<file path="src/atram_pkg.sv">
package atram_pkg;

    // ****************************************
    // bus geometry
    // ****************************************
    localparam int ADDR_W = 8;
    localparam int DATA_W = 32;
    localparam int STRB_W = 4;
    localparam int BYTE_W = 8;

    // ****************************************
    // register byte addresses
    // ****************************************
    localparam logic [7:0] OFS_SHARED_GLOBAL_CTRL = 8'h44;
    localparam logic [7:0] OFS_TX_GLOBAL_CTRL_ALIAS = 8'ha0;
    localparam logic [7:0] OFS_TX_DATA_BIT_MASK = 8'ha4;
    localparam logic [7:0] OFS_TX_PAD_CTRL = 8'hb0;

    // ****************************************
    // shared global control word layout
    // ****************************************
    localparam int GBL_W = 13;
    localparam int BIT_TX_FSYNC_GEN_RUN = 12;
    localparam int BIT_TX_STATE_MACHINE_RUN = 11;
    localparam int BIT_TX_SERIALIZER_ACTIVE = 10;
    localparam int BIT_TX_HF_DIVIDER_RUN = 9;
    localparam int BIT_TX_BIT_DIVIDER_RUN = 8;
    localparam int BIT_RX_FSYNC_GEN_RUN = 4;
    localparam int BIT_RX_STATE_MACHINE_RUN = 3;
    localparam int BIT_RX_SERIALIZER_ACTIVE = 2;
    localparam int BIT_RX_HF_DIVIDER_RUN = 1;
    localparam int BIT_RX_BIT_DIVIDER_RUN = 0;
    localparam logic [12:0] GBL_TX_BITS = 13'h1f00;
    localparam logic [12:0] GBL_RX_BITS = 13'h001f;
    localparam logic [12:0] GBL_RESET = 13'h0000;

    // ****************************************
    // mask and pad control
    // ****************************************
    localparam logic [31:0] MASK_RESET = 32'h0000_0000;
    localparam int PAD_SEL_LSB = 0;
    localparam int PAD_SEL_W = 2;
    localparam int PAD_BIT_LSB = 8;
    localparam int PAD_BIT_W = 5;
    localparam logic [1:0] PAD_SEL_ZERO = 2'h0;
    localparam logic [1:0] PAD_SEL_ONE = 2'h1;
    localparam logic [1:0] PAD_SEL_DATA_BIT = 2'h2;
    localparam logic [1:0] PAD_SEL_RESET = 2'h0;
    localparam logic [4:0] PAD_BIT_RESET = 5'h00;

    // ****************************************
    // bus answers
    // ****************************************
    localparam logic [1:0] RESP_OKAY = 2'h0;
    localparam logic [1:0] RESP_SLVERR = 2'h2;

endpackage

</file>
<file path="src/atram_top.sv">
// Functional notes
// - alias write touches only transmit bits 12-8
// - alias read returns whole global word
// - transmitter reset without disturbing receiver bits
// - bit 12 runs transmit frame-sync generator
// - bit 11 releases transmit state machine
// - bit 10 activates transmit serializers
// - bit 9 runs high-frequency clock divider
// - bit 8 runs bit clock divider
// - alias bits 4-0 mirror receive, ignore writes
// - reserved alias bits read zero, unwritable
// - mask bit 0 pads, 1 passes data
// - masking precedes reversal and rotation
// - alias and mask reset to zero
`timescale 1ns/100ps
`default_nettype none

// ****************************************
// transmit word fifo
// ****************************************
module atram_fifo
#(
    parameter int WIDTH = 32,
    parameter int DEPTH = 4
)
(
    // clock and reset
    input wire logic aclk,
    input wire logic aresetn,
    // flush
    input wire logic clear,
    // fill side
    input wire logic in_valid,
    input wire logic [WIDTH-1:0] in_data,
    output logic in_ready,
    // drain side
    output logic out_valid,
    output logic [WIDTH-1:0] out_data,
    input wire logic out_ready
);
    localparam int PTR_W = $clog2(DEPTH);

    generate
        if (DEPTH < 2 || (DEPTH & (DEPTH - 1)) != 0 || WIDTH < 1)
        begin : g_bad
            $error("atram_fifo: depth must be a power of two >= 2");
        end
    endgenerate

    typedef struct packed {
        logic [DEPTH-1:0][WIDTH-1:0] mem;
        logic [PTR_W-1:0] wr_ptr;
        logic [PTR_W-1:0] rd_ptr;
        logic [PTR_W:0] count;
        logic not_full;
    } atram_fifo_state_type;

    atram_fifo_state_type st_r;
    atram_fifo_state_type st_nxt;
    logic push;
    logic pop;

    assign out_valid = (st_r.count != '0);
    assign out_data = st_r.mem[st_r.rd_ptr];
    // ready is a flop so the source sees a clean level
    assign in_ready = st_r.not_full;
    assign push = in_valid && st_r.not_full && !clear;
    assign pop = out_valid && out_ready && !clear;

    always_comb
    begin
        st_nxt = st_r;
        if (push)
        begin
            st_nxt.mem[st_r.wr_ptr] = in_data;
            st_nxt.wr_ptr = st_r.wr_ptr + 1'b1;
        end
        if (pop)
        begin
            st_nxt.rd_ptr = st_r.rd_ptr + 1'b1;
        end
        st_nxt.count = st_r.count + {{PTR_W{1'b0}}, push}
            - {{PTR_W{1'b0}}, pop};
        if (clear)
        begin
            st_nxt.wr_ptr = '0;
            st_nxt.rd_ptr = '0;
            st_nxt.count = '0;
        end
        st_nxt.not_full = (st_nxt.count != DEPTH[PTR_W:0]);
    end

    always_ff @(posedge aclk)
    begin
        if (!aresetn)
        begin
            st_r <= '0;
            st_r.not_full <= 1'b1;
        end
        else
        begin
            st_r <= st_nxt;
        end
    end
endmodule

// ****************************************
// control alias, mask unit and register slave
// ****************************************
module atram_top
    import atram_pkg::*;
#(
    parameter int FIFO_DEPTH = 4
)
(
    // clock and reset
    input wire logic aclk,
    input wire logic aresetn,
    // axi4-lite write address
    input wire logic awvalid,
    input wire logic [ADDR_W-1:0] awaddr,
    input wire logic [2:0] awprot,
    output logic awready,
    // axi4-lite write data
    input wire logic wvalid,
    input wire logic [DATA_W-1:0] wdata,
    input wire logic [STRB_W-1:0] wstrb,
    output logic wready,
    // axi4-lite write response
    output logic bvalid,
    output logic [1:0] bresp,
    input wire logic bready,
    // axi4-lite read address
    input wire logic arvalid,
    input wire logic [ADDR_W-1:0] araddr,
    input wire logic [2:0] arprot,
    output logic arready,
    // axi4-lite read data
    output logic rvalid,
    output logic [DATA_W-1:0] rdata,
    output logic [1:0] rresp,
    input wire logic rready,
    // transmit words in
    input wire logic tx_in_valid,
    input wire logic [DATA_W-1:0] tx_in_data,
    output logic tx_in_ready,
    // masked words out, toward reversal and rotation
    output logic tx_out_valid,
    output logic [DATA_W-1:0] tx_out_data,
    input wire logic tx_out_ready,
    // transmit section run levels
    output logic tx_fsync_gen_run,
    output logic tx_state_machine_run,
    output logic tx_serializer_active,
    output logic tx_hf_divider_run,
    output logic tx_bit_divider_run,
    // receive section run levels
    output logic rx_fsync_gen_run,
    output logic rx_state_machine_run,
    output logic rx_serializer_active,
    output logic rx_hf_divider_run,
    output logic rx_bit_divider_run
);
    generate
        if (FIFO_DEPTH < 2 || (FIFO_DEPTH & (FIFO_DEPTH - 1)) != 0)
        begin : g_bad
            $error("atram_top: fifo depth must be a power of two >= 2");
        end
    endgenerate

    typedef struct packed {
        logic awready;
        logic wready;
        logic bvalid;
        logic [1:0] bresp;
        logic arready;
        logic rvalid;
        logic [DATA_W-1:0] rdata;
        logic [1:0] rresp;
        logic aw_have;
        logic [ADDR_W-1:0] aw_addr;
        logic w_have;
        logic [DATA_W-1:0] w_data;
        logic [STRB_W-1:0] w_strb;
        logic [GBL_W-1:0] gbl;
        logic [DATA_W-1:0] mask;
        logic [PAD_SEL_W-1:0] pad_sel;
        logic [PAD_BIT_W-1:0] pad_bit;
        logic out_valid;
        logic [DATA_W-1:0] out_data;
        logic fifo_ready;
    } atram_state_type;

    atram_state_type st_r;
    atram_state_type st_nxt;
    logic fifo_in_ready;
    logic fifo_push;
    logic fifo_out_valid;
    logic [DATA_W-1:0] fifo_out_data;
    logic fifo_pop;
    logic fifo_clear;

    // ****************************************
    // helpers
    // ****************************************
    function automatic logic addr_hit(input logic [ADDR_W-1:0] a);
        addr_hit = (a == OFS_SHARED_GLOBAL_CTRL)
            || (a == OFS_TX_GLOBAL_CTRL_ALIAS)
            || (a == OFS_TX_DATA_BIT_MASK)
            || (a == OFS_TX_PAD_CTRL);
    endfunction

    function automatic logic [DATA_W-1:0] reg_read(
        input logic [ADDR_W-1:0] a,
        input atram_state_type s
    );
        reg_read = '0;
        case (a)
            // full word incl. receive bits; reserved bits zero
            OFS_SHARED_GLOBAL_CTRL,
            OFS_TX_GLOBAL_CTRL_ALIAS:
                reg_read = {{(DATA_W-GBL_W){1'b0}}, s.gbl};
            OFS_TX_DATA_BIT_MASK:
                reg_read = s.mask;
            OFS_TX_PAD_CTRL:
            begin
                reg_read[PAD_SEL_LSB +: PAD_SEL_W] = s.pad_sel;
                reg_read[PAD_BIT_LSB +: PAD_BIT_W] = s.pad_bit;
            end
            default:
                reg_read = '0;
        endcase
    endfunction

    function automatic logic [DATA_W-1:0] strb_merge(
        input logic [DATA_W-1:0] old_v,
        input logic [DATA_W-1:0] new_v,
        input logic [STRB_W-1:0] strb
    );
        strb_merge = old_v;
        for (int i = 0; i < STRB_W; i++)
        begin
            if (strb[i])
            begin
                strb_merge[i*BYTE_W +: BYTE_W] = new_v[i*BYTE_W +: BYTE_W];
            end
        end
    endfunction

    function automatic logic [DATA_W-1:0] apply_mask(
        input logic [DATA_W-1:0] d,
        input logic [DATA_W-1:0] m,
        input logic [PAD_SEL_W-1:0] sel,
        input logic [PAD_BIT_W-1:0] src
    );
        logic [DATA_W-1:0] pad;
        pad = '0;
        case (sel)
            PAD_SEL_ONE:
                pad = '1;
            PAD_SEL_DATA_BIT:
                pad = {DATA_W{d[src]}};
            default:
                pad = '0;
        endcase
        apply_mask = (d & m) | (pad & ~m);
    endfunction

    // ****************************************
    // fifo ahead of the mask unit
    // ****************************************
    atram_fifo #(
        .WIDTH(DATA_W),
        .DEPTH(FIFO_DEPTH)
    ) u_fifo (
        .aclk(aclk),
        .aresetn(aresetn),
        .clear(fifo_clear),
        .in_valid(fifo_push),
        .in_data(tx_in_data),
        .in_ready(fifo_in_ready),
        .out_valid(fifo_out_valid),
        .out_data(fifo_out_data),
        .out_ready(fifo_pop)
    );

    // only words the source saw accepted enter the fifo
    assign fifo_push = tx_in_valid && st_r.fifo_ready;
    // cleared serializers drop queued words
    assign fifo_clear = !st_r.gbl[BIT_TX_SERIALIZER_ACTIVE];
    // state machine in reset stops the flow without losing words
    assign fifo_pop = st_r.gbl[BIT_TX_STATE_MACHINE_RUN]
        && (!st_r.out_valid || tx_out_ready);

    // ****************************************
    // next state
    // ****************************************
    always_comb
    begin
        logic [DATA_W-1:0] merged;
        logic [ADDR_W-1:0] wa;
        merged = '0;
        wa = '0;
        st_nxt = st_r;

        // write channel capture, either order
        if (awvalid && st_r.awready)
        begin
            st_nxt.aw_have = 1'b1;
            st_nxt.aw_addr = awaddr;
        end
        if (wvalid && st_r.wready)
        begin
            st_nxt.w_have = 1'b1;
            st_nxt.w_data = wdata;
            st_nxt.w_strb = wstrb;
        end
        if (bvalid && bready)
        begin
            st_nxt.bvalid = 1'b0;
        end
        if (st_nxt.aw_have && st_nxt.w_have && !st_nxt.bvalid)
        begin
            wa = st_nxt.aw_addr;
            merged = strb_merge(reg_read(wa, st_r), st_nxt.w_data,
                st_nxt.w_strb);
            case (wa)
                // one store behind both addresses
                OFS_SHARED_GLOBAL_CTRL:
                    st_nxt.gbl = merged[GBL_W-1:0]
                        & (GBL_TX_BITS | GBL_RX_BITS);
                // receive and reserved bits kept as they were
                OFS_TX_GLOBAL_CTRL_ALIAS:
                    st_nxt.gbl = (st_r.gbl & ~GBL_TX_BITS)
                        | (merged[GBL_W-1:0] & GBL_TX_BITS);
                OFS_TX_DATA_BIT_MASK:
                    st_nxt.mask = merged;
                OFS_TX_PAD_CTRL:
                begin
                    st_nxt.pad_sel = merged[PAD_SEL_LSB +: PAD_SEL_W];
                    st_nxt.pad_bit = merged[PAD_BIT_LSB +: PAD_BIT_W];
                end
                default:
                    st_nxt.gbl = st_r.gbl;
            endcase
            st_nxt.bresp = addr_hit(wa) ? RESP_OKAY : RESP_SLVERR;
            st_nxt.bvalid = 1'b1;
            st_nxt.aw_have = 1'b0;
            st_nxt.w_have = 1'b0;
        end
        st_nxt.awready = !st_nxt.aw_have && !st_nxt.bvalid;
        st_nxt.wready = !st_nxt.w_have && !st_nxt.bvalid;

        // read channel, one outstanding
        if (rvalid && rready)
        begin
            st_nxt.rvalid = 1'b0;
        end
        if (arvalid && st_r.arready)
        begin
            st_nxt.rdata = reg_read(araddr, st_r);
            st_nxt.rresp = addr_hit(araddr) ? RESP_OKAY : RESP_SLVERR;
            st_nxt.rvalid = 1'b1;
        end
        st_nxt.arready = !st_nxt.rvalid;

        // mask stage, ahead of reversal and rotation
        if (st_r.out_valid && tx_out_ready)
        begin
            st_nxt.out_valid = 1'b0;
        end
        if (fifo_pop && fifo_out_valid)
        begin
            st_nxt.out_valid = 1'b1;
            st_nxt.out_data = apply_mask(fifo_out_data, st_r.mask,
                st_r.pad_sel, st_r.pad_bit);
        end
        if (!st_r.gbl[BIT_TX_SERIALIZER_ACTIVE])
        begin
            st_nxt.out_valid = 1'b0;
            st_nxt.out_data = '0;
        end
        // ready drops after each push: a full fifo is never offered
        st_nxt.fifo_ready = fifo_in_ready && !fifo_clear && !fifo_push;
    end

    // ****************************************
    // state register
    // ****************************************
    always_ff @(posedge aclk)
    begin
        if (!aresetn)
        begin
            st_r <= '0;
            st_r.gbl <= GBL_RESET;
            st_r.mask <= MASK_RESET;
            st_r.pad_sel <= PAD_SEL_RESET;
            st_r.pad_bit <= PAD_BIT_RESET;
            st_r.bresp <= RESP_OKAY;
            st_r.rresp <= RESP_OKAY;
        end
        else
        begin
            st_r <= st_nxt;
        end
    end

    // ****************************************
    // outputs
    // ****************************************
    assign awready = st_r.awready;
    assign wready = st_r.wready;
    assign bvalid = st_r.bvalid;
    assign bresp = st_r.bresp;
    assign arready = st_r.arready;
    assign rvalid = st_r.rvalid;
    assign rdata = st_r.rdata;
    assign rresp = st_r.rresp;
    // two cycles late after a fifo pop: safe, never over-accepts
    assign tx_in_ready = st_r.fifo_ready;
    assign tx_out_valid = st_r.out_valid;
    assign tx_out_data = st_r.out_data;
    assign tx_fsync_gen_run = st_r.gbl[BIT_TX_FSYNC_GEN_RUN];
    assign tx_state_machine_run = st_r.gbl[BIT_TX_STATE_MACHINE_RUN];
    assign tx_serializer_active = st_r.gbl[BIT_TX_SERIALIZER_ACTIVE];
    assign tx_hf_divider_run = st_r.gbl[BIT_TX_HF_DIVIDER_RUN];
    assign tx_bit_divider_run = st_r.gbl[BIT_TX_BIT_DIVIDER_RUN];
    assign rx_fsync_gen_run = st_r.gbl[BIT_RX_FSYNC_GEN_RUN];
    assign rx_state_machine_run = st_r.gbl[BIT_RX_STATE_MACHINE_RUN];
    assign rx_serializer_active = st_r.gbl[BIT_RX_SERIALIZER_ACTIVE];
    assign rx_hf_divider_run = st_r.gbl[BIT_RX_HF_DIVIDER_RUN];
    assign rx_bit_divider_run = st_r.gbl[BIT_RX_BIT_DIVIDER_RUN];
endmodule

`default_nettype wire

</file>
<file path="config.mk">
export PLATFORM = sky130hd
export DESIGN_NAME = atram_top
export DESIGN_NICKNAME = d
export VERILOG_FILES = /design/src/atram_pkg.sv /design/src/atram_top.sv
export SDC_FILE = /design/constraint.sdc
export NUM_CORES = 1
export LEC_CHECK = 0
export ABC_AREA = 1
export BUFFER_PORTS_ARGS = -buffer_cell sky130_fd_sc_hd__buf_2
export CORE_ASPECT_RATIO = 0.5
export CORE_MARGIN = 5
export CORE_UTILIZATION = 40
export CTS_CLUSTER_DIAMETER = 120
export CTS_CLUSTER_SIZE = 8
export DETAILED_ROUTE_END_ITERATION = 8
export PLACE_DENSITY_LB_ADDON = 0.05
export SYNTH_ARGS = -nofsm -noshare
export SYNTH_HDL_FRONTEND = slang
export SYNTH_SLANG_ARGS = --single-unit
</file>
<file path="constraint.sdc">
create_clock -name aclk -period 2.6 [get_ports aclk]
set_clock_uncertainty 0.2 [all_clocks]
set_input_delay 0.26 -clock aclk [delete_from_list [all_inputs] [get_ports aclk]]
set_output_delay 0.26 -clock aclk [all_outputs]
set_load 0.02 [all_outputs]
</file>
== Yosys cells after proc, flatten, opt, wreduce, memory -nomap -nowiden ==
Cells that the tools add are included.

* Add/subtract/negate cells: 4
* Order comparisons: 4
* Eq/ne operators: 15
* Muxes and demuxes: 36
* Bitwise logic cells: 5
* Reduce and logical (&&, ||, !) cells: 46

{| class="wikitable"
|+ Operators with widths
! cell !! number
|-
| bitwise mux 128 bit || 1
|-
| 2-to-1 mux 32 bit || 3
|-
| AND 32 bit || 2
|-
| binary-select mux 32 bit (select 2 bit) || 1
|-
| demux 32 bit (select 2 bit) || 1
|-
| one-hot mux 32 bit (2 select lines) || 1
|-
| equality test 8 bit (second input constant) || 6
|-
| 2-to-1 mux 8 bit || 5
|-
| 2-to-1 mux 19 bit || 2
|-
| 2-to-1 mux 37 bit || 1
|-
| 2-to-1 mux 35 bit || 1
|-
| 2-to-1 mux 33 bit || 1
|-
| inverter 32 bit || 1
|-
| OR 32 bit || 1
|-
| one-hot mux 5 bit (3 select lines) || 2
|-
| one-hot mux 13 bit (2 select lines) || 1
|-
| one-hot mux 6 bit (2 select lines) || 2
|-
| logical AND 1 bit || 19
|-
| equality test 8 x 7 -> 1 bit (second input constant) || 2
|-
| OR 8 x 13 -> 13 bit || 1
|-
| one-hot mux 2 bit (3 select lines) || 2
|-
| AND reduction 3 bit || 4
|-
| 2-to-1 mux 9 bit || 1
|-
| AND reduction 2 bit || 4
|-
| 19 further kinds || 45
|}

* Bits in registers: 309
* Output and inout port bits: 85
* Word-level logic and storage cells: 142

== Longest topological paths before layout ==
Gate-level depths: netlist of the first run.

* Depth in word-level cells: 10
* Mapped depth: 19
* Gate-level depth less buffers: 17

== Cells and area by module ==
From an unflattened synthesis of the first run, not the netlist that was laid out.

* Cells, all modules: 1937
* Area, all modules: 14062.2 µm²

{| class="wikitable"
|+ Modules (own cells, without submodules)
! module !! instances !! cells an instance !! area each (µm²) !! seq. area each (µm²)
|-
| atram_top || 1 || 1122 || 8099.0 || 3363.2
|-
| atram_fifo || 1 || 815 || 5963.2 || 2722.6
|}

== Worst setup path after synthesis of the first run ==
OpenSTA, ideal clock, no wires.

* Path type: register to register
* Start point: reg st_r, in the netlist tx_out_valid
* End point: reg u_fifo.st_r, in the netlist u_fifo.in_ready
* Arrival time: 1974 ps
* Required time: 2283 ps
* Setup slack: 309 ps
* Cell stages (with the launch flop): 15
* Buffers on the path: 0
* Clock period less this slack: 2291 ps
* Cell sequence: dfxtp_1 -> inv_1 -> nor2_1 -> inv_1 -> o211ai_1 -> nor2_1 -> ha_1 -> inv_1 -> ha_1 -> inv_1 -> fa_1 -> nand3_1 -> nand2_1 -> nor2_1 -> nand2_1

* Cells in the longest elaborated chain, start to end: 8

{| class="wikitable"
|+ Ends and longest elaborated chain
! item !! RTL line !! text
|-
| start: declaration || atram_top.sv:194 || <nowiki>atram_state_type st_r;</nowiki>
|-
| start signal: assignment || atram_top.sv:404 || <nowiki>st_r <= st_nxt;</nowiki>
|-
| logical NOT 1 bit || atram_top.sv:293 || <nowiki>&& (!st_r.out_valid || tx_out_ready);</nowiki>
|-
| logical OR 1 bit || atram_top.sv:293 ||
|-
| logical AND 1 bit || atram_top.sv:293 ||
|-
| logical AND 1 bit (2 in series) || atram_top.sv:68 || <nowiki>assign pop = out_valid && out_ready && !clear;</nowiki>
|-
| net u_fifo.pop || atram_top.sv:61 || <nowiki>logic pop;</nowiki>
|-
| subtractor 3 x 1 -> 3 bit || atram_top.sv:83 || <nowiki>- {{PTR_W{1'b0}}, pop};</nowiki>
|-
| 2-to-1 mux 3 bit || atram_top.sv:84 || <nowiki>if (clear)</nowiki>
|-
| inequality test 3 bit || atram_top.sv:90 || <nowiki>st_nxt.not_full = (st_nxt.count != DEPTH[PTR_W:0]);</nowiki>
|-
| end signal: assignment || atram_top.sv:102 || <nowiki>st_r <= st_nxt;</nowiki>
|-
| end: declaration || atram_top.sv:58 || <nowiki>atram_fifo_state_type st_r;</nowiki>
|}

The timed path passes the listed nets, and every way through them passes these cells.
A chain may end at the register's enable or synchronous reset.

== Final worst setup path of the first run ==
* Start point: reg u_fifo.st_r[4] in the netlist's numbering
* End point: reg st_r, in the netlist tx_out_data[30]

* Cells in the longest elaborated chain, start to end: 8

{| class="wikitable"
|+ Ends and longest elaborated chain
! item !! RTL line !! text
|-
| binary-select mux 32 bit (select 2 bit) * || atram_top.sv:64 || <nowiki>assign out_data = st_r.mem[st_r.rd_ptr];</nowiki>
|-
| 2-to-1 mux 32 bit (not written as such) * || atram_top.sv:64 ||
|-
| binary-select mux 1 bit (select 5 bit) || atram_top.sv:262 || <nowiki>pad = {DATA_W{d[src]}};</nowiki>
|-
| 2-to-1 mux 1 bit (not written as such) || atram_top.sv:262 ||
|-
| one-hot mux 32 bit (2 select lines) || atram_top.sv:258 || <nowiki>case (sel)</nowiki>
|-
| 2-to-1 mux 32 bit || atram_top.sv:372 || <nowiki>if (fifo_pop && fifo_out_valid)</nowiki>
|-
| AND 32 bit || atram_top.sv:266 || <nowiki>apply_mask = (d & m) | (pad & ~m);</nowiki>
|-
| OR 32 bit * || atram_top.sv:266 ||
|}

Mark *: on every way between the ends. The rest lies on a longest branch, timed or not. The select of a mux whose other input is x is not followed.

==> results of run 1 <==
Yosys cell counts:
master | n | area, um^2
a21oi_1 | 133 | 666
o21ai_0 | 191 | 956
ha_1 | 8 | 100
nor2_4 | 3 | 33.8
nor4_1 | 1 | 6.26
and3_1 | 1 | 6.26
nand3_1 | 115 | 576
mux2i_1 | 37 | 370
nor3_1 | 3 | 15.0
buf_6 | 2 | 22.5
o22ai_1 | 15 | 93.8
a32oi_1 | 1 | 8.76
o21a_1 | 1 | 7.51
nand2_2 | 6 | 37.5
nand2_1 | 319 | 1200
a211oi_1 | 18 | 135
nor3_2 | 1 | 10.0
o21ai_1 | 26 | 130
a211oi_2 | 4 | 50.1
or2_1 | 2 | 12.5
nor2_8 | 3 | 60.1
nor2_1 | 390 | 1460
o21ai_2 | 1 | 8.76
inv_6 | 1 | 8.76
inv_2 | 9 | 33.8
clkbuf_1 | 71 | 267
dfxtp_1 | 304 | 6090
inv_1 | 99 | 372
or2_2 | 1 | 6.26
nand4_1 | 1 | 6.26
o211ai_1 | 1 | 7.51
o2bb2ai_1 | 2 | 17.5
buf_4 | 77 | 578
buf_2 | 29 | 145
conb_1 | 1 | 3.75
fa_1 | 1 | 20.0
a31oi_1 | 3 | 18.8
metrics by stage:
step | worst slack, ps | util | total power (W) | hold slack, ps | cells
floorplan | 309 | - | 0.00529 | 217 | 1882
global placement | 138 | 0.436 | 0.00548 | 233 | 2372
detailed placement | 119 | 0.436 | 0.00549 | 231 | 2372
CTS | 123 | 0.494 | 0.0105 | 0.647 | 2500
global route | 7.93 | 0.498 | 0.0108 | 30.4 | 2504
finish | 189 | 0.498 | 0.0104 | 18.4 | 2504
area by class of cell:
class,count,area [um^2],area share
inverter,109,423,0.0255
clock buffer,43,1080,0.0650
timing repair buffer,314,2300,0.139
clock inverter,3,26.3,0.00159
sequential,304,6090,0.368
multi-input combinational,1290,6090,0.368
tap,441,552,0.0333
flip-flops by register name (all words and copies together), names as in the netlist, 32 cells and up:
| name | count |
|---|---|
| st_r | 85 |
| rdata | 32 |
| tx_out_data | 32 |
| u_fifo.st_r | 135 |
report_power, final:
part	internal (W)	leakage, nW	switching, W
logic	0.000292	4.18	0.000412
clock network	0.00290	0.543	0.00196
registers	0.00475	2.46	0.0000322
cells by family after synthesis:
kind of cell / synth area share
AOI/OAI and AO/OA: 0.155
adders and majority gates: 0.00887
buffers and inverters: 0.105
DFF: 0.450
muxes: 0.0274
other: 0.000277
and+or+nand+nor: 0.253
worst max-delay path, cell delays in order (launching register included):
cell     delay (ps)
dfxtp_4         410
inv_6            80
buf_12          160
nand2_1          60
nand3_1         210
nand3_1         160
nand2_1          60
nand2_1          90
nand3_1          90
nand3_1          90
nand3_1          70
nand3_1          80
nand2_1          60
nand2_2         110
buf_12          150
nand2_1          50
nand2_1          90
a21oi_1          70
layer usage:
metal | wire [um] | GRT usage | up-vias
li1 | - | - | 6393
met1 | 21700 | 0.340 | 5833
met2 | 18600 | 0.329 | 344
met3 | 2890 | 0.0367 | 41
met4 | 493 | 0.0384 | 0
met5 | 0 | 0 | -
worst max path at each step:
stage	start	end	slack [ps]
floorplan	tx_out_valid	u_fifo.in_ready	310
global placement	awvalid	st_r[66]	140
detailed placement	awvalid	st_r[67]	120
CTS	u_fifo.st_r[5]	tx_out_data[30]	120
global route	awready	rx_bit_divider_run	8
finish	u_fifo.st_r[4]	tx_out_data[30]	190
repair_timing:
action | in CTS | in global routing
hold buffers | 82 | 0
setup buffers | 0 | 1
hold endpoints to repair | 210 | 0
endpoints found under the setup margin | 0 | 77
resized for setup | 0 | 23
==> impl_metrics.toml, run 1 <==
[status]
outcome = "completed"

[clocking]
htreeDepth = 2
cts_tree = "done"
clock-sinks = 304
insertion_delay_ps = 540
path_clk_slew_ps = 50
cts_buffer_depth = 3
numCtsBuffers = 43
cts_root_buf = "clkbuf_16"

[yosys]
synth_cells = 1881
syn_area_mm2 = 0.0135
synth_area_per_cell_um2 = 7.20
synth_seq_cells = 304
synth_seq_area_share = 0.450
ys_types = 37
yosys_warnings = 0

[min_path]
holdPathStages = 3
hp-start = "aresetn"
hold_end = "st_r[70]"
hold_class = "input port to flip-flop"

[timing]
rsz0062_at_grt = "false"
finalCritPeriodShare = 0.927
setup_viol = 0
fin_crit_ps = 2410
finalSetupTns_ps = 0
maxSlewHeadroom = 0.468
worst_pin_slew_ps = 790
hold_violations = 0
slew_viol_final = 0
fmax_mhz = 415

[detailed_routing]
finalWirelength_um = 43700
first_iter_violations = 1042
antenna_left = 0
wl_per_cell_um = 17.5
dr.pass1.iters = 7
drc = 0
via_per_inst = 5.04
vias = 12600

[power_and_ir_drop]
power_density_mw_per_mm2 = 626
vdd_drop_max_mv = 0.396
power.leakage_nw = 7.18

[finish]
area_growth_pct = 22.3
mostFrequentLayoutCells = "nor2_1 (389), nand2_1 (314), dfxtp_1 (302)"
drive_gt1_frac = 0.157
finish.instance_area_mm2 = 0.0166
fin_nets = 2170
final_common_cell = "nor2_1"
nFillCells = 3381
antenna_cells = 0

[worst_setup_path]
critPathArrivalTime_ps = 2630
r2r_start = "u_fifo.st_r[4]"
worstSetupPathType = "flip-flop to flip-flop"
cp-start-kind = "flip-flop"
r2r_end = "tx_out_data[30]"
worst-path-max-fanout = 14
worst_setup_path_end_kind = "flip-flop"
reg2reg_slack_ps = 190
reg2reg_depth = 17
cp_data_required_time_ps = 2820

[floorplan]
die-height_um = 140
die_w_um = 270
die_area_mm2 = 0.0378
fp.coreArea_mm2 = 0.0332
start_util = 0.407
num_io_pins = 184
rows = 47

[grt]
grt_pass1_wl_um = 66900
grt_max_degree = 129
grt_pass1_vias = 11400
antenna_found_initial = 0
grt_usage = 0.221
grt-ovfl-total = 0

[placed_design]
place_area_mm2 = 0.0145
hpwl_um = 29900
gp_congestion = 0.857
port_buffers = 175

[run]
maxCapViolations = 0
Note: power is estimated with default switching activity, not from simulation.
==> run 2: changes to the inputs <==
- CTS_BUF_LIST: not set -> sky130_fd_sc_hd__clkbuf_8 sky130_fd_sc_hd__clkbuf_16
- MAX_ROUTING_LAYER: not set -> met4
==> run 2 against run 1 <==
Against the previous run:
- critical endpoint is now rx_bit_divider_run
- combinational power hardly changed
- critical path depth is 6 lower
- clock-buffer cell count stayed put
- register-to-register slack better by 20 ps
- critical path type unchanged
==> impl_metrics.toml, run 2 (synthesis results as in run 1) <==
[clocking]
path_clk_slew_ps = 50
numCtsBuffers = 43
htreeDepth = 2
cts_root_buf = "clkbuf_16"
clock-sinks = 304
cts_buffer_depth = 3
insertion_delay_ps = 540
cts_tree = "done"

[detailed_routing]
wl_per_cell_um = 17.4
drc = 0
dr.pass1.iters = 7
highest_layer = "met4"
via_per_inst = 5.02
finalWirelength_um = 43700
wl_met3_um = 2540
met1Wirelength_um = 22000
vias = 12600
first_iter_violations = 1069
dr_wl_met2_um = 18600
antenna_left = 0

[floorplan]
num_io_pins = 184
rows = 47
start_util = 0.407
die-height_um = 140
die_w_um = 270
fp.coreArea_mm2 = 0.0332
die_area_mm2 = 0.0378

[finish]
finish.instance_area_mm2 = 0.0166
antenna_cells = 0
largest_register_ff_count = 135
final_common_cell = "nor2_1"
mostFrequentLayoutCells = "nor2_1 (389), nand2_1 (314), dfxtp_1 (302)"
largest-register = "u_fifo.st_r"
area_growth_pct = 22.3
drive_gt1_frac = 0.157
fin_nets = 2170
largestRegisters = "u_fifo.st_r x135, st_r x85"

[placed_design]
gp_congestion = 0.871
place_area_mm2 = 0.0145
port_buffers = 175
hpwl_um = 29900

[timing]
maxSlewHeadroom = 0.450
setup_viol = 0
hold_violations = 0
worst_hold_slack_ps = 20.3
worst_pin_slew_ps = 816
slew_viol_final = 0
finalSetupTns_ps = 0
fin_crit_ps = 2390
rsz0062_at_grt = "false"
finalCritPeriodShare = 0.918
fmax_mhz = 419

[grt]
grt_pass1_wl_um = 66900
grt_max_degree = 129
grt_pass1_vias = 11400
antenna_found_initial = 0
grt-ovfl-total = 0
grt_usage = 0.228

[worst_setup_path]
critPathArrivalTime_ps = 2670
worst-path-max-fanout = 10
cp-start-kind = "flip-flop"
reg2reg_depth = 11
cp_data_required_time_ps = 2880
worst_setup_path_end_kind = "flip-flop"
worstSetupPathType = "flip-flop to flip-flop"

[power_and_ir_drop]
total_power_w = 0.0104
power_density_mw_per_mm2 = 626
vdd_drop_max_mv = 0.396
power.leakage_nw = 7.18

[run]
maxCapViolations = 0

[min_path]
hold_class = "input port to flip-flop"
holdPathStages = 5

[status]
outcome = "completed"
==> run 2: cell counts in the layout (fill, tap and decap cells not counted) <==
No cell type changed its count.
==> run 2: timing repair <==
item | CTS | global route
hold endpoints to repair | 210 | 0
resized for setup | 0 | 23
endpoints found under the setup margin | 0 | 77
hold buffers | 82 | 0
buffers inserted | 0 | 1
==> run 2: worst paths after layout <==
kind                         from                 end  slack [ps]
setup / recovery          awready  rx_bit_divider_run         210
hold reg to reg   u_fifo.in_ready         tx_in_ready         240
hold / removal            awvalid           st_r[130]          20
setup reg to reg          awready  rx_bit_divider_run         210
==> run 2: critical path, cell delays in order (launching register included) <==
cell and delay (ps):
dfxtp_1 360, nand2_4 110, or2_1 230, o21ai_2 90, nand2_2 90, nor3_1 300
nand2_2 220, o22ai_1 190, o21ai_0 100, o21ai_1 250, o21ai_0 130, inv_1 60
==> run 2: area by class of cell <==
class	count	area [um^2]
multi-input combinational	1290	6090
fill	3381	16700
timing repair buffer	314	2300
inverter	109	423
clock inverter	3	26.3
tap	441	552
clock buffer	43	1080
sequential	304	6090
==> run 2: metal layers <==
layer | global-route usage | vias up
met4 | 0.0384 | 0
met2 | 0.329 | 315
met3 | 0.0366 | 42
met5 | - | -
met1 | 0.341 | 5813
li1 | - | 6396
==> run 2: metrics by stage <==
stage          worst slack (ps)  instances   util
2_1_floorplan               309       1882      -
3_3_place_gp                138       2372  0.436
3_5_place_dp                119       2372  0.436
4_1_cts                     123       2500  0.494
5_1_grt                    9.86       2504  0.498
6_report                    213       2504  0.498
==> run 2: where the power goes <==
group	internal, W	total (W)	switching, W	leakage (nW)
registers	0.00475	0.00479	0.0000322	2.46
clock network	0.00290	0.00487	0.00197	0.543
logic	0.000292	0.000705	0.000412	4.18
total	0.00795	0.0104	0.00241	7.18
